$ cat config.mk
export PLATFORM = sky130hd
export DESIGN_NAME = csd_dma
export DESIGN_NICKNAME = d
export VERILOG_FILES = /design/src/logic/README_unused.sv /design/src/shared/csd_pkg.sv /design/src/logic/csd_buf2.sv /design/src/logic/csd_dma.sv
export SDC_FILE = /design/constraint.sdc
export NUM_CORES = 1
export LEC_CHECK = 0
export BUFFER_PORTS_ARGS = -buffer_cell sky130_fd_sc_hd__buf_2
export CAP_MARGIN = 20
export CORE_UTILIZATION = 40
export CTS_CLUSTER_DIAMETER = 120
export DETAILED_ROUTE_END_ITERATION = 16
export PLACE_DENSITY = 0.66
export SYNTH_ARGS = -nofsm -noshare
export SYNTH_HDL_FRONTEND = slang
export SYNTH_SLANG_ARGS = --single-unit
$ cat constraint.sdc
create_clock -name clk_i -period 12.4 [get_ports clk_i]
set_input_delay 1.86 -clock clk_i [delete_from_list [all_inputs] [get_ports clk_i]]
set_output_delay 1.86 -clock clk_i [all_outputs]
set_load 0.005 [all_outputs]
$ cat src/logic/README_unused.sv
`timescale 1ns/1ns

$ cat src/shared/csd_pkg.sv
// Shared constants and types for the two-channel cycle-steal transfer engine.
// Assumes a 20-bit byte address space and a 16-bit internal data bus.
package csd_pkg;
  localparam int CSD_CH_N = 2;
  localparam int CSD_AW = 20;
  localparam int CSD_DW = 16;
  localparam int CSD_CTL_W = 8;
  localparam int CSD_CW = 16;
  localparam int CSD_BUF_DEPTH = 2;
  localparam int CSD_PER_W = 20;

  // Control register field positions
  localparam int CSD_B_UNIT = 0;
  localparam int CSD_B_RPT = 1;
  localparam int CSD_B_REQ = 2;
  localparam int CSD_B_EN = 3;
  localparam int CSD_B_SFWD = 4;
  localparam int CSD_B_DFWD = 5;
  localparam logic [CSD_CTL_W-1:0] CSD_CTL_RST = 8'h00;

  // Own register window, never reachable as source or destination
  localparam logic [CSD_AW-1:0] CSD_HOLE_LO = 20'h00020;
  localparam logic [CSD_AW-1:0] CSD_HOLE_HI = 20'h0003f;

  // Request source select codes
  localparam logic [4:0] CSD_SEL_SW = 5'h00;
  localparam logic [4:0] CSD_SEL_EXT = 5'h01;
  localparam logic [4:0] CSD_SEL_PER0 = 5'h02;
  localparam logic [4:0] CSD_PER_N = 5'h14;

  // Pointer steps, counter step and idle pin level
  localparam logic [CSD_AW-1:0] CSD_STEP_B = 20'h00001;
  localparam logic [CSD_AW-1:0] CSD_STEP_W = 20'h00002;
  localparam logic [CSD_CW-1:0] CSD_CNT_ONE = 16'h0001;
  localparam logic [CSD_CW-1:0] CSD_CNT_ZERO = 16'h0000;
  localparam logic [1:0] CSD_PIN_IDLE = 2'h3;
  localparam logic [7:0] CSD_BYTE_ZERO = 8'h00;

  typedef enum logic [4:0] {
    CSD_S_IDLE = 5'h01,
    CSD_S_REQ = 5'h02,
    CSD_S_RD = 5'h04,
    CSD_S_PUSH = 5'h08,
    CSD_S_WR = 5'h10
  } csd_state_t;
endpackage : csd_pkg

$ cat src/logic/csd_buf2.sv
// Small valid/ready buffer between source read and destination write.
// Assumes DEPTH is a power of two; same clock and enable as the engine.
`timescale 1ns/1ns
`default_nettype none
module csd_buf2
  import csd_pkg::*;
#(
  parameter int WIDTH = CSD_DW,
  parameter int DEPTH = CSD_BUF_DEPTH
) (
  input wire logic clk_i,
  input wire logic srst_i,
  input wire logic ce_i,
  input wire logic in_valid_i,
  output logic in_ready_o,
  input wire logic [WIDTH-1:0] in_data_i,
  output logic out_valid_o,
  input wire logic out_ready_i,
  output logic [WIDTH-1:0] out_data_o
);
  localparam int PW = $clog2(DEPTH);
  localparam logic [PW:0] FULL = (PW+1)'(DEPTH);
  localparam logic [PW:0] EMPTY = (PW+1)'(0);

  typedef struct packed {
    logic [DEPTH-1:0][WIDTH-1:0] mem;
    logic [PW-1:0] wp;
    logic [PW-1:0] rp;
    logic [PW:0] cnt;
  } csd_buf_st_t;

  csd_buf_st_t q;
  csd_buf_st_t nxt;
  logic push;
  logic pop;

  // Honest flags from the occupancy count
  assign in_ready_o = (q.cnt != FULL);
  assign out_valid_o = (q.cnt != EMPTY);
  assign out_data_o = q.mem[q.rp];

  // Pointer and count update
  always_comb begin
    nxt = q;
    push = in_valid_i && in_ready_o;
    pop = out_valid_o && out_ready_i;
    if (push) begin
      nxt.mem[q.wp] = in_data_i;
      nxt.wp = q.wp + PW'(1);
    end
    if (pop) begin
      nxt.rp = q.rp + PW'(1);
    end
    if (push && !pop) begin
      nxt.cnt = q.cnt + (PW+1)'(1);
    end else if (pop && !push) begin
      nxt.cnt = q.cnt - (PW+1)'(1);
    end
  end

  // State register, frozen while the enable is low
  always_ff @(posedge clk_i) begin
    if (srst_i) begin
      q <= '0;
    end else if (ce_i) begin
      q <= nxt;
    end
  end
endmodule : csd_buf2
`default_nettype wire

$ cat src/logic/csd_dma.sv
// Two-channel cycle-stealing transfer engine on the shared on-chip bus.
// Assumes a bus arbiter answering bus_req_o with bus_gnt_i, a memory port
// that completes each access with acc_ready_i, and same-clock peripherals.
//
// What this block does
// Two channels; channel zero wins ties
// Moves between any address and fixed address
// Own register window never accessed
// Byte or word unit, 64K units max
// Channel pins trigger on falling or both edges
// Peripheral interrupts and software trigger request
// Source and destination never both forward
// Single mode: underflow clears enable
// Repeat mode: underflow reloads counter
// Interrupt pulse on counter underflow
// One unit per request, only when enabled
// Enable copies forward pointer and counter reload
// Fixed pointers writable only while disabled
// Registers readable; forward pointer reads live
// Transfers leave interrupt state untouched
// Control register six fields, upper bits zero
// Request flag sets always, clears before transfer
// Rewriting enable restarts the channel
// Read then write; odd word splits
// Bus held for one unit per request
// Pointer steps by unit, counter decrements
`timescale 1ns/1ns
`default_nettype none
module csd_dma
  import csd_pkg::*;
(
  input wire logic clk_i,
  input wire logic srst_i,
  input wire logic ce_i,
  input wire logic [1:0] ctrl_we_i,
  input wire logic [CSD_CTL_W-1:0] ctrl_wdata_i,
  input wire logic [1:0] src_we_i,
  input wire logic [1:0] dst_we_i,
  input wire logic [CSD_AW-1:0] ptr_wdata_i,
  input wire logic [1:0] rld_we_i,
  input wire logic [CSD_CW-1:0] rld_wdata_i,
  input wire logic [1:0][4:0] req_sel_i,
  input wire logic [1:0] ext_both_edge_i,
  input wire logic [1:0] sw_req_i,
  input wire logic [CSD_PER_W-1:0] periph_irq_i,
  input wire logic ext_irq_in_zero_i,
  input wire logic ext_irq_in_one_i,
  output logic [1:0][CSD_CTL_W-1:0] ctl_o,
  output logic [1:0][CSD_AW-1:0] src_rd_o,
  output logic [1:0][CSD_AW-1:0] dst_rd_o,
  output logic [1:0][CSD_CW-1:0] cnt_o,
  output logic [1:0][CSD_CW-1:0] rld_o,
  output logic [1:0] irq_o,
  output logic bus_req_o,
  input wire logic bus_gnt_i,
  output logic acc_valid_o,
  output logic acc_write_o,
  output logic acc_byte_o,
  output logic [CSD_AW-1:0] acc_addr_o,
  output logic [CSD_DW-1:0] acc_wdata_o,
  input wire logic acc_ready_i,
  input wire logic [CSD_DW-1:0] acc_rdata_i
);
  typedef struct packed {
    logic [1:0][CSD_CTL_W-1:0] ctl;
    logic [1:0][CSD_AW-1:0] src;
    logic [1:0][CSD_AW-1:0] dst;
    logic [1:0][CSD_AW-1:0] fwd;
    logic [1:0][CSD_CW-1:0] rld;
    logic [1:0][CSD_CW-1:0] cnt;
    logic [1:0][CSD_AW-1:0] src_rd;
    logic [1:0][CSD_AW-1:0] dst_rd;
    logic [1:0] irq;
    logic [1:0] s1;
    logic [1:0] s2;
    logic [1:0] prev;
    csd_state_t st;
    logic ch;
    logic beat;
    logic [CSD_DW-1:0] hold;
    logic bus_req;
    logic acc_valid;
    logic acc_write;
    logic acc_byte;
    logic [CSD_AW-1:0] acc_addr;
    logic [CSD_DW-1:0] acc_wdata;
  } csd_st_t;

  csd_st_t q;
  csd_st_t nxt;
  logic buf_push;
  logic buf_pop;
  logic buf_in_ready;
  logic buf_out_valid;
  logic [CSD_DW-1:0] buf_out_data;

  function automatic logic csd_in_hole(input logic [CSD_AW-1:0] a);
    return (a >= CSD_HOLE_LO) && (a <= CSD_HOLE_HI);
  endfunction : csd_in_hole

  ////////////////////////////////////////////////////////////////////////////
  // Read data waits here so a slow destination loses no word
  csd_buf2 #(
    .WIDTH(CSD_DW),
    .DEPTH(CSD_BUF_DEPTH)
  ) u_buf (
    .clk_i(clk_i),
    .srst_i(srst_i),
    .ce_i(ce_i),
    .in_valid_i(buf_push),
    .in_ready_o(buf_in_ready),
    .in_data_i(q.hold),
    .out_valid_o(buf_out_valid),
    .out_ready_i(buf_pop),
    .out_data_o(buf_out_data)
  );

  ////////////////////////////////////////////////////////////////////////////
  // Next-state logic for every register of the engine
  always_comb begin
    logic [1:0] evt;
    logic [1:0] edge_seen;
    logic [4:0] idx;
    logic cur;
    logic go;
    logic sfwd;
    logic dfwd;
    logic unit8;
    logic split_r;
    logic split_w;
    logic bdone;
    logic [CSD_AW-1:0] baddr_r;
    logic [CSD_AW-1:0] baddr_w;
    logic [CSD_DW-1:0] bdata;
    logic [CSD_DW-1:0] wbeat;
    nxt = q;
    evt = '0;
    edge_seen = '0;
    idx = '0;
    go = 1'b0;
    bdone = 1'b0;
    bdata = '0;
    buf_push = 1'b0;
    buf_pop = 1'b0;
    nxt.irq = '0;
    // Pins are asynchronous: two stages before the edge detector
    nxt.s1 = {ext_irq_in_one_i, ext_irq_in_zero_i};
    nxt.s2 = q.s1;
    nxt.prev = q.s2;

    // Request source per channel; each channel sees only its own pin
    for (int c = 0; c < CSD_CH_N; c++) begin
      edge_seen[c] = ext_both_edge_i[c] ? (q.prev[c] ^ q.s2[c])
                                         : (q.prev[c] & ~q.s2[c]);
      idx = req_sel_i[c] - CSD_SEL_PER0;
      if (req_sel_i[c] == CSD_SEL_SW) begin
        evt[c] = sw_req_i[c];
      end else if (req_sel_i[c] == CSD_SEL_EXT) begin
        evt[c] = edge_seen[c];
      end else if (idx < CSD_PER_N) begin
        evt[c] = periph_irq_i[idx];
      end
    end

    // Working channel view
    cur = q.ch;
    sfwd = q.ctl[cur][CSD_B_SFWD];
    dfwd = q.ctl[cur][CSD_B_DFWD];
    unit8 = q.ctl[cur][CSD_B_UNIT];
    baddr_r = (sfwd ? q.fwd[cur] : q.src[cur]) + CSD_AW'(q.beat);
    baddr_w = (dfwd ? q.fwd[cur] : q.dst[cur]) + CSD_AW'(q.beat);
    split_r = !unit8 && baddr_r[0] && !q.beat;
    split_w = !unit8 && baddr_w[0] && !q.beat;
    if (q.beat) begin
      split_r = 1'b1;
      split_w = 1'b1;
    end
    wbeat = buf_out_data;
    if (split_w) begin
      wbeat = {CSD_BYTE_ZERO, q.beat ? buf_out_data[15:8] : buf_out_data[7:0]};
    end

    // Transfer sequencer: one read-write unit per bus tenure
    unique case (q.st)
      CSD_S_IDLE: begin
        if (q.ctl[0][CSD_B_REQ] && q.ctl[0][CSD_B_EN]) begin
          nxt.ch = 1'b0;
          go = 1'b1;
        end else if (q.ctl[1][CSD_B_REQ] && q.ctl[1][CSD_B_EN]) begin
          nxt.ch = 1'b1;
          go = 1'b1;
        end
        if (go) begin
          nxt.ctl[nxt.ch][CSD_B_REQ] = 1'b0;
          nxt.bus_req = 1'b1;
          nxt.st = CSD_S_REQ;
        end
      end
      CSD_S_REQ: begin
        if (bus_gnt_i) begin
          nxt.beat = 1'b0;
          nxt.st = CSD_S_RD;
        end
      end
      CSD_S_RD: begin
        // Hole addresses are skipped; such a read yields zero
        if (!q.acc_valid) begin
          if (csd_in_hole(baddr_r)) begin
            bdone = 1'b1;
          end else begin
            nxt.acc_valid = 1'b1;
            nxt.acc_write = 1'b0;
            nxt.acc_addr = baddr_r;
            nxt.acc_byte = unit8 || split_r;
          end
        end else if (acc_ready_i) begin
          bdone = 1'b1;
          bdata = acc_rdata_i;
          nxt.acc_valid = 1'b0;
        end
        if (bdone) begin
          if (split_r && !q.beat) begin
            nxt.hold[7:0] = bdata[7:0];
            nxt.beat = 1'b1;
          end else if (split_r) begin
            nxt.hold[15:8] = bdata[7:0];
            nxt.st = CSD_S_PUSH;
          end else begin
            nxt.hold = unit8 ? {CSD_BYTE_ZERO, bdata[7:0]} : bdata;
            nxt.st = CSD_S_PUSH;
          end
        end
      end
      CSD_S_PUSH: begin
        buf_push = 1'b1;
        if (buf_in_ready) begin
          nxt.beat = 1'b0;
          nxt.st = CSD_S_WR;
        end
      end
      CSD_S_WR: begin
        if (!q.acc_valid && buf_out_valid) begin
          if (csd_in_hole(baddr_w)) begin
            bdone = 1'b1;
          end else begin
            nxt.acc_valid = 1'b1;
            nxt.acc_write = 1'b1;
            nxt.acc_addr = baddr_w;
            nxt.acc_byte = unit8 || split_w;
            nxt.acc_wdata = wbeat;
          end
        end else if (q.acc_valid && acc_ready_i) begin
          bdone = 1'b1;
          nxt.acc_valid = 1'b0;
          nxt.acc_write = 1'b0;
        end
        if (bdone && split_w && !q.beat) begin
          nxt.beat = 1'b1;
        end else if (bdone) begin
          // Unit complete: give the bus back and advance the channel
          buf_pop = 1'b1;
          nxt.bus_req = 1'b0;
          nxt.beat = 1'b0;
          nxt.st = CSD_S_IDLE;
          if (sfwd || dfwd) begin
            nxt.fwd[cur] = q.fwd[cur] + (unit8 ? CSD_STEP_B : CSD_STEP_W);
          end
          nxt.cnt[cur] = q.cnt[cur] - CSD_CNT_ONE;
          if (q.cnt[cur] == CSD_CNT_ZERO) begin
            nxt.irq[cur] = 1'b1;
            if (q.ctl[cur][CSD_B_RPT]) begin
              nxt.cnt[cur] = q.rld[cur];
            end else begin
              nxt.ctl[cur][CSD_B_EN] = 1'b0;
            end
          end
        end
      end
    endcase

    // Software writes come after the sequencer so software wins over it
    for (int c = 0; c < CSD_CH_N; c++) begin
      if (ctrl_we_i[c]) begin
        nxt.ctl[c] = CSD_CTL_RST | {2'h0,
          ctrl_wdata_i[CSD_B_DFWD] & ~ctrl_wdata_i[CSD_B_SFWD],
          ctrl_wdata_i[CSD_B_SFWD], ctrl_wdata_i[CSD_B_EN],
          q.ctl[c][CSD_B_REQ] & ctrl_wdata_i[CSD_B_REQ],
          ctrl_wdata_i[CSD_B_RPT], ctrl_wdata_i[CSD_B_UNIT]};
        if (ctrl_wdata_i[CSD_B_EN]) begin
          nxt.cnt[c] = q.rld[c];
          nxt.fwd[c] = ctrl_wdata_i[CSD_B_SFWD] ? q.src[c] : q.dst[c];
        end
      end
      if (src_we_i[c] && (q.ctl[c][CSD_B_SFWD] || !q.ctl[c][CSD_B_EN])) begin
        nxt.src[c] = ptr_wdata_i;
      end
      if (dst_we_i[c] && (q.ctl[c][CSD_B_DFWD] || !q.ctl[c][CSD_B_EN])) begin
        nxt.dst[c] = ptr_wdata_i;
      end
      if (rld_we_i[c]) begin
        nxt.rld[c] = rld_wdata_i;
      end
      // A request in the same cycle as any clear still lands
      if (evt[c]) begin
        nxt.ctl[c][CSD_B_REQ] = 1'b1;
      end
      // Forward pointer reads back the live working pointer
      nxt.src_rd[c] = (nxt.ctl[c][CSD_B_EN] && nxt.ctl[c][CSD_B_SFWD]) ?
                      nxt.fwd[c] : nxt.src[c];
      nxt.dst_rd[c] = (nxt.ctl[c][CSD_B_EN] && nxt.ctl[c][CSD_B_DFWD]) ?
                      nxt.fwd[c] : nxt.dst[c];
    end
  end

  ////////////////////////////////////////////////////////////////////////////
  // State register; peripheral interrupt lines are only sampled, never
  // acknowledged, so transfers leave interrupt state alone
  always_ff @(posedge clk_i) begin
    if (srst_i) begin
      q <= '0;
      q.st <= CSD_S_IDLE;
      q.s1 <= CSD_PIN_IDLE;
      q.s2 <= CSD_PIN_IDLE;
      q.prev <= CSD_PIN_IDLE;
    end else if (ce_i) begin
      q <= nxt;
    end
  end

  // Every output straight from the state register
  assign ctl_o = q.ctl;
  assign src_rd_o = q.src_rd;
  assign dst_rd_o = q.dst_rd;
  assign cnt_o = q.cnt;
  assign rld_o = q.rld;
  assign irq_o = q.irq;
  assign bus_req_o = q.bus_req;
  assign acc_valid_o = q.acc_valid;
  assign acc_write_o = q.acc_write;
  assign acc_byte_o = q.acc_byte;
  assign acc_addr_o = q.acc_addr;
  assign acc_wdata_o = q.acc_wdata;
endmodule : csd_dma
`default_nettype wire

==> impl_metrics.sql, run 1 <==
INSERT INTO impl_metrics (metric_group, metric, value, unit) VALUES
('finish', 'postLayoutCoreUtil', '43.9', '%'),
('place', 'io_buffer_count', '304', ''),
('clock_tree', 'clock_transition_at_the_register_clock_pins_on_the_worst_setup_and_hold_paths_after_cts', '0.06', 'ns'),
('drt', 'antenna_violating_nets_post_route', '0', ''),
('clock_tree', 'post_cts.repair.setup_buffers', '0', ''),
('synthesis', 'netlist_area', '0.0239', 'sq mm'),
('setup_path', 'flop_to_flop_setup_slack', '6.07', 'ns'),
('clock_tree', 'clock_latency', '0.63', 'ns'),
('drt', 'drtIter0Drc', '2241', ''),
('place', 'hpwlAfterDp', '66.2', 'mm'),
('setup_path', 'crit_startpoint', 'q[57]', ''),
('grt', 'grt_pass1_vias', '20941', ''),
('timing', 'fin_worst_hold_slack', '0.454', 'ns'),
('timing', 'timing.final.crit_period', '6.33', 'ns'),
('drt', 'drc', '0', ''),
('floorplanning', 'floorplan.initialDensity', '40.5', '%'),
('floorplanning', 'core_area', '0.0590', 'sq mm'),
('clock_tree', 'clock_tree.root_cell', 'sky130_fd_sc_hd__clkbuf_16', ''),
('timing', 'maxSlewHeadroom', '19.7', '%'),
('synthesis', 'synth-warning-count', '0', ''),
('timing', 'finalSetupViolCount', '0', ''),
('synthesis', 'count_of_flip_flops_with_a_built_in_enable_after_synthesis', '0', ''),
('floorplanning', 'io_pins', '311', ''),
('timing', 'finalClockSkew', '0.0637', 'ns'),
('synthesis', 'synth.top_cells.by_area', 'sky130_fd_sc_hd__dfxtp_1 32%, sky130_fd_sc_hd__mux2i_1 11%, sky130_fd_sc_hd__nand2_1 7.3%', ''),
('floorplanning', 'row_count', '89', ''),
('floorplanning', 'die_x', '246', 'microns'),
('pwr', 'power.density_cell_area', '122', 'mW/mm^2'),
('finish', 'multi_input_comb_area', '0.0137', 'sq mm'),
('setup_path', 'crit_arrival', '6.86', 'ns'),
('synthesis', 'synth_seq_cells', '383', ''),
('setup_path', 'worstSetupStartpointType', 'register', ''),
('timing', 'post-route-period-util', '51.1', '%'),
('grt', 'grt_pass1_wl', '136', 'mm'),
('synthesis', 'syn_area_per_cell', '7.99', 'sq um'),
('setup_path', 'critical_path_type', 'reg2reg', ''),
('floorplanning', 'die_height', '246', 'microns'),
('drt', 'num_vias', '22714', ''),
('setup_path', 'reg2regPathDepth', '19', ''),
('drt', 'number_of_vias_per_cell_after_detailed_routing', '6.03', ''),
('finish', 'sequential_cell_area', '0.00767', 'sq mm'),
('timing', 'finalMaxSlewViolations', '0', ''),
('setup_path', 'crit_fanout', '43', ''),
('worst_hold_path', 'whs_path_depth', '2', ''),
('finish', 'flow.area_growth_from_synthesis', '8.34', '%'),
('synthesis', 'post_synth_num_cell_types', '96', ''),
('setup_path', 'endpoint_of_the_most_critical_register_to_register_path', 'q[226]', ''),
('finish', 'nets', '3085', ''),
('timing', 'rsz0062_at_grt', 'no', ''),
('grt', 'groute.usage.overall', '29.4', '%'),
('floorplanning', 'die_area', '0.0607', 'sq mm'),
('timing', 'fmaxAchievable', '158', 'MHz'),
('clock_tree', 'h_tree_depth', '2', ''),
('place', 'gpl.final_weighted_congestion', '0.996', ''),
('synthesis', 'synth_largest_type_area_fraction', '32.1', '%'),
('timing', 'fin_setup_tns', '0', 'ns'),
('synthesis', 'async_flop_share', '0', '%'),
('finish', 'drive_above_1_share', '17.5', '%'),
('synthesis', 'seq_area_frac_synth', '32.1', '%'),
('clock_tree', 'clock_tree_from_tritoncts', 'built', ''),
('drt', 'totalWireLength', '92.1', 'mm'),
('pwr', 'total_leakage_power', '10.2', 'nW'),
('setup_path', 'timing.critical_path.to', 'q[226]', ''),
('outcome', 'status', 'finished clean', ''),
('drt', 'detailedRoute.firstPassIterationCount', '5', ''),
('grt', 'maximum_number_of_pins_on_one_net_before_global_route_repair', '89', ''),
('worst_hold_path', 'worstHoldPathType', 'reg2reg', ''),
('timing', 'final-hold-violation-count', '0', ''),
('clock_tree', 'post_cts_resize_count', '0', ''),
('setup_path', 'regToRegStartpoint', 'q[57]', ''),
('pwr', 'vdd.ir_drop.worst', '0.0000899', 'V');
[flip-flops by register name (all words and copies together), names as in the netlist]
signal,flops
q,145
dst_rd_o,40
src_rd_o,40
u_buf.q,36
cnt_o,32
rld_o,32
acc_addr_o,20
acc_wdata_o,16
ctl_o,12
nxt,4
irq_o,2
acc_byte_o,1
acc_valid_o,1
acc_write_o,1
bus_req_o,1
[cells in the mapped netlist (24+ instances only)]
| master | instances |
|---|---|
| sky130_fd_sc_hd__nor3_1 | 53 |
| sky130_fd_sc_hd__o221ai_1 | 39 |
| sky130_fd_sc_hd__dfxtp_1 | 383 |
| sky130_fd_sc_hd__xor2_1 | 25 |
| sky130_fd_sc_hd__mux2i_1 | 261 |
| sky130_fd_sc_hd__a221o_1 | 52 |
| sky130_fd_sc_hd__xnor2_1 | 48 |
| sky130_fd_sc_hd__buf_1 | 26 |
| sky130_fd_sc_hd__clkbuf_1 | 176 |
| sky130_fd_sc_hd__nand3_1 | 73 |
| sky130_fd_sc_hd__and3_1 | 24 |
| sky130_fd_sc_hd__a211oi_1 | 68 |
| sky130_fd_sc_hd__nor2b_1 | 37 |
| sky130_fd_sc_hd__nor2_1 | 214 |
| sky130_fd_sc_hd__nand2_1 | 468 |
| sky130_fd_sc_hd__buf_4 | 203 |
| sky130_fd_sc_hd__a21oi_1 | 277 |
| sky130_fd_sc_hd__inv_1 | 28 |
| sky130_fd_sc_hd__o21ai_0 | 110 |
[cells by family after synthesis]
| family | Yosys count | synth area share (%) |
|---|---|---|
| flops | 383 | 32.1 |
| compound gates | 785 | 22.0 |
| other cells | 1 | 0.0157 |
| mux | 298 | 13.3 |
| simple gates | 979 | 18.4 |
| buf+inv | 459 | 10.8 |
| fa+ha+maj | 13 | 0.712 |
| xor+xnor | 73 | 2.67 |
[critical path, cell delays in order, from the launching register on]
cell	delay [ns]
sky130_fd_sc_hd__dfxtp_4	0.80
sky130_fd_sc_hd__mux2i_1	0.26
sky130_fd_sc_hd__buf_4	0.26
sky130_fd_sc_hd__nor2_1	0.07
sky130_fd_sc_hd__a21oi_1	0.26
sky130_fd_sc_hd__ha_1	0.35
sky130_fd_sc_hd__ha_1	0.25
sky130_fd_sc_hd__inv_1	0.09
sky130_fd_sc_hd__a211oi_1	0.22
sky130_fd_sc_hd__a32oi_1	0.15
sky130_fd_sc_hd__xnor2_1	0.47
sky130_fd_sc_hd__o311ai_1	0.18
sky130_fd_sc_hd__or4b_1	0.61
sky130_fd_sc_hd__o31ai_4	0.23
sky130_fd_sc_hd__buf_4	0.25
sky130_fd_sc_hd__nand2_1	0.34
sky130_fd_sc_hd__a21oi_1	0.85
sky130_fd_sc_hd__buf_4	0.31
sky130_fd_sc_hd__nor2_1	0.05
sky130_fd_sc_hd__a211oi_1	0.22
[worst min path at each step]
stage          slack, ns        start          end
2_1_floorplan       0.43  u_buf.q[10]  u_buf.q[10]
3_5_place_dp        0.44  u_buf.q[11]  u_buf.q[11]
4_1_cts             0.45   u_buf.q[6]   u_buf.q[6]
3_3_place_gp        0.44   u_buf.q[9]   u_buf.q[9]
5_1_grt             0.47  u_buf.q[34]  u_buf.q[34]
6_report            0.45   u_buf.q[6]   u_buf.q[6]
[placed cells by master (no fill, tap or decap), types with 11 or more instances in the layout]
cell type,count
sky130_fd_sc_hd__nand2_1,468
sky130_fd_sc_hd__dfxtp_1,382
sky130_fd_sc_hd__buf_2,302
sky130_fd_sc_hd__a21oi_1,274
sky130_fd_sc_hd__mux2i_1,261
sky130_fd_sc_hd__nor2_1,210
sky130_fd_sc_hd__o21ai_0,110
sky130_fd_sc_hd__nand3_1,73
sky130_fd_sc_hd__a211oi_1,68
sky130_fd_sc_hd__nor3_1,53
sky130_fd_sc_hd__a221o_1,52
sky130_fd_sc_hd__xnor2_1,48
sky130_fd_sc_hd__buf_4,46
sky130_fd_sc_hd__clkbuf_16,45
sky130_fd_sc_hd__o221ai_1,39
sky130_fd_sc_hd__nor2b_1,37
sky130_fd_sc_hd__inv_1,27
sky130_fd_sc_hd__xor2_1,25
sky130_fd_sc_hd__and3_1,24
sky130_fd_sc_hd__mux2_2,21
sky130_fd_sc_hd__o22ai_1,21
sky130_fd_sc_hd__a22oi_1,18
sky130_fd_sc_hd__or2_2,16
sky130_fd_sc_hd__a31oi_1,16
sky130_fd_sc_hd__o31ai_1,15
sky130_fd_sc_hd__nor4_1,15
sky130_fd_sc_hd__and2_1,14
sky130_fd_sc_hd__o211ai_1,13
sky130_fd_sc_hd__o21bai_1,13
sky130_fd_sc_hd__nand3b_1,12
sky130_fd_sc_hd__o211a_1,12
sky130_fd_sc_hd__mux4_2,12
sky130_fd_sc_hd__ha_1,12
sky130_fd_sc_hd__o21ai_1,11
[metrics by stage]
stage	cells	cell area [sq um]	total power, mW	worst slack, ns
4_1_cts	3765	25900	3.16	6.39
3_5_place_dp	3688	24400	1.83	6.41
5_1_grt	3767	25900	3.26	5.98
6_report	3768	25900	3.16	6.07
3_3_place_gp	3685	24300	1.82	6.47
2_1_floorplan	2994	23900	1.68	6.00
[per-layer routing]
layer  vias up  wire length [microns]  track usage, %
li1      10482                      -               -
met1     10899                  38400            38.1
met2      1099                  41700            47.3
met3       230                   7260            4.90
met4         4                   4670            13.8
met5         -                     26               0
[area by class of cell]
cell class,instances,area share [%]
diodes,1,0.00966
repair buffers,352,7.48
well taps,773,3.73
inverters,30,0.435
clock inverters,17,0.773
clock buffers,60,4.91
multi-input cells,2152,53.0
flip-flops and latches,383,29.6
[power by group]
group	internal [mW]	total (mW)	switching, mW
clock	0.768	1.35	0.578
sequential	1.28	1.34	0.0633
combinational	0.173	0.468	0.295
Note: power is estimated with default switching activity, not from simulation.
==> inputs of run 2 (changes only) <==
Settings changed: PLACE_DENSITY 0.66 to 0.68.
Clock period 12.4 ns to 5.7 ns, I/O delays scaled along.
==> run 2 against run 1 <==
  * Power rose by 120%
  * Utilization rose by 0.23 points
  * Combinational power up 110%
  * Sequential share of layout area is 0.15 points lower
  * Final area is 0.52% higher
  * Register-to-register slack worse by 5.6 ns
  * Sequential power is 120% higher
==> impl_metrics.sql, run 2 (synthesis gave the netlist of run 1 again) <==
INSERT INTO impl_metrics (metric_group, metric, value, unit) VALUES
('drt', 'totalWireLength', '88.0', 'mm'),
('finish', 'drive_above_1_share', '18.0', '%'),
('place', 'placed_cell_area', '0.0245', 'sq mm'),
('clock_tree', 'post_cts.repair.setup_buffers', '0', ''),
('pwr', 'power_switching_share', '29.9', '%'),
('timing', 'finalClockSkew', '0.0434', 'ns'),
('grt', 'groute.usage.overall', '28.0', '%'),
('timing', 'post-route-period-util', '91.2', '%'),
('setup_path', 'critPathRequiredTime', '6.24', 'ns'),
('flow_run', 'timing.max_cap.violations', '0', ''),
('timing', 'maxSlewHeadroom', '21.5', '%'),
('grt', 'number_of_antenna_violations_at_the_first_check_in_global_routing', '1', ''),
('drt', 'wl_met1', '35.5', 'mm'),
('finish', 'largest_register_ff_count', '145', ''),
('drt', 'num_vias', '22717', ''),
('timing', 'worst_pin_slew', '1.18', 'ns'),
('clock_tree', 'cts_buffer_depth', '3', ''),
('finish', 'nets', '3100', ''),
('drt', 'drc', '0', ''),
('floorplanning', 'die_area', '0.0607', 'sq mm'),
('floorplanning', 'die_x', '246', 'microns'),
('floorplanning', 'core_area', '0.0590', 'sq mm'),
('grt', 'grt_pass1_vias', '20979', ''),
('clock_tree', 'clock_tree.root_cell', 'sky130_fd_sc_hd__clkbuf_16', ''),
('finish', 'postLayoutCoreUtil', '44.1', '%'),
('setup_path', 'crit_arrival', '5.74', 'ns'),
('drt', 'top_signal_layer_used', 'met4', ''),
('place', 'io_buffer_count', '304', ''),
('clock_tree', 'cts_buffers', '45', ''),
('finish', 'largest-register', 'q', ''),
('drt', 'antenna_violating_nets_post_route', '0', ''),
('setup_path', 'worstSetupStartpointType', 'register', ''),
('floorplanning', 'floorplan.initialDensity', '40.5', '%'),
('drt', 'detailroute.wirelength.met3', '6.87', 'mm'),
('timing', 'fmaxAchievable', '192', 'MHz'),
('finish', 'flow.area_growth_from_synthesis', '8.90', '%'),
('pwr', 'power.density_cell_area', '264', 'mW/mm^2'),
('pwr', 'clockPowerShare', '42.8', '%'),
('drt', 'met2WireLength', '40.9', 'mm'),
('floorplanning', 'row_count', '89', ''),
('pwr', 'total_leakage_power', '10.3', 'nW'),
('timing', 'fin_setup_tns', '0', 'ns'),
('pwr', 'net-switching-power', '2.06', 'mW'),
('outcome', 'status', 'finished clean', ''),
('setup_path', 'timing.critical_path.to_type', 'register', ''),
('clock_tree', 'clock_transition_at_the_register_clock_pins_on_the_worst_setup_and_hold_paths_after_cts', '0.06', 'ns'),
('drt', 'detailedRoute.firstPassIterationCount', '6', ''),
('pwr', 'finalPower', '6.87', 'mW'),
('clock_tree', 'clock_tree_from_tritoncts', 'built', ''),
('clock_tree', 'clock_latency', '0.62', 'ns'),
('pwr', 'power_frac_seq', '42.6', '%'),
('clock_tree', 'tritoncts_num_sinks', '383', ''),
('timing', 'finalMaxSlewViolations', '0', ''),
('floorplanning', 'die_height', '246', 'microns'),
('timing', 'timing.final.crit_period', '5.20', 'ns'),
('drt', 'drtIter0Drc', '2521', ''),
('drt', 'wire_per_inst', '23.2', 'microns'),
('finish', 'stdcell_area', '0.0260', 'sq mm'),
('clock_tree', 'h_tree_depth', '2', ''),
('setup_path', 'crit_fanout', '17', ''),
('grt', 'maximum_number_of_pins_on_one_net_before_global_route_repair', '155', ''),
('grt', 'gr-total-overflow', '0', ''),
('timing', 'finalSetupViolCount', '0', ''),
('floorplanning', 'io_pins', '311', ''),
('pwr', 'internal_power', '4.81', 'mW'),
('grt', 'grt_pass1_wl', '131', 'mm'),
('clock_tree', 'post_cts_resize_count', '0', ''),
('finish', 'final_common_cell', 'sky130_fd_sc_hd__nand2_1', ''),
('timing', 'fin_worst_hold_slack', '0.448', 'ns'),
('pwr', 'share_comb_of_total_power', '14.6', '%'),
('worst_hold_path', 'worstHoldPathType', 'reg2reg', ''),
('pwr', 'vdd.ir_drop.worst', '0.000219', 'V'),
('clock_tree', 'holdBufCountCts', '0', ''),
('setup_path', 'critical_path_type', 'reg2reg', ''),
('finish', 'mostFrequentLayoutCells', '467 x sky130_fd_sc_hd__nand2_1, 382 x sky130_fd_sc_hd__dfxtp_1, 302 x sky130_fd_sc_hd__buf_2', ''),
('timing', 'rsz0062_at_grt', 'no', ''),
('timing', 'final-hold-violation-count', '0', ''),
('place', 'gpl.final_weighted_congestion', '0.988', ''),
('drt', 'number_of_vias_per_cell_after_detailed_routing', '6.00', ''),
('place', 'hpwlAfterDp', '63.6', 'mm');
[run 2: cell count changes in the layout (fill, tap and decap cells not counted), sizes merged]
cell	delta
clkinvlp	-1
clkinv	+6
inv	+1
diode	+1
buf	+14
bufinv	-1
clkbuf	-1
[run 2: area by class of cell]
| type | count | area (sq um) |
|---|---|---|
| Antenna cell | 2 | 5.00 |
| Clock buffer | 59 | 1280 |
| Clock inverter | 22 | 218 |
| Fill cell | 5964 | 33000 |
| Inverter | 30 | 113 |
| Multi-Input combinational cell | 2152 | 13700 |
| Sequential cell | 383 | 7670 |
| Tap cell | 773 | 967 |
| Timing Repair Buffer | 366 | 2060 |
[run 2: path summary, 6_finish.rpt]
kind / endpoint / slack, ns / from / cells after the start
worst max register to register: src_rd_o[3] / 0.50 / q[57] / 16
worst min-delay path: u_buf.q[10] / 0.45 / u_buf.q[10] / 2
worst max-delay path: src_rd_o[3] / 0.50 / q[57] / 16
worst min register to register: u_buf.q[10] / 0.45 / u_buf.q[10] / 2
[run 2: power by group through the flow]
stage / clock network [mW] / logic (mW) / registers [mW]
after floorplan: 0 / 0.740 / 2.91
after global placement: 0 / 0.971 / 2.98
after detailed placement: 0 / 0.982 / 2.98
after CTS: 2.98 / 0.988 / 2.92
after global routing: 3.08 / 1.08 / 2.93
final: 2.94 / 1.00 / 2.93
[run 2: metrics by stage]
stage,setup slack [ns],instances
2_1_floorplan,0.00108,2994
3_3_place_gp,0.632,3700
3_5_place_dp,0.560,3701
4_1_cts,0.553,3782
5_1_grt,0.198,3785
6_report,0.502,3787
[run 2: routing by layer]
metal | vias to the layer above | global-route usage [%]
met5 | - | 0
met4 | 0 | 14.0
met3 | 252 | 4.53
met2 | 1135 | 46.3
met1 | 10805 | 35.1
li1 | 10525 | -
[run 2: critical path, cell delays in order, from the launching register on]
cell                       delay, ns
sky130_fd_sc_hd__dfxtp_4        0.56
sky130_fd_sc_hd__mux2i_1        0.16
sky130_fd_sc_hd__buf_4          0.22
sky130_fd_sc_hd__a21oi_1        0.16
sky130_fd_sc_hd__ha_2           0.26
sky130_fd_sc_hd__ha_1           0.22
sky130_fd_sc_hd__inv_1          0.08
sky130_fd_sc_hd__a211oi_1       0.21
sky130_fd_sc_hd__a32oi_1        0.15
sky130_fd_sc_hd__a311oi_1       0.31
sky130_fd_sc_hd__xnor2_1        0.22
sky130_fd_sc_hd__o2111a_1       0.23
sky130_fd_sc_hd__and4_1         0.21
sky130_fd_sc_hd__nor2_1         0.73
sky130_fd_sc_hd__nor2_1         0.21
sky130_fd_sc_hd__a311oi_2       0.95
sky130_fd_sc_hd__a221o_1        0.26
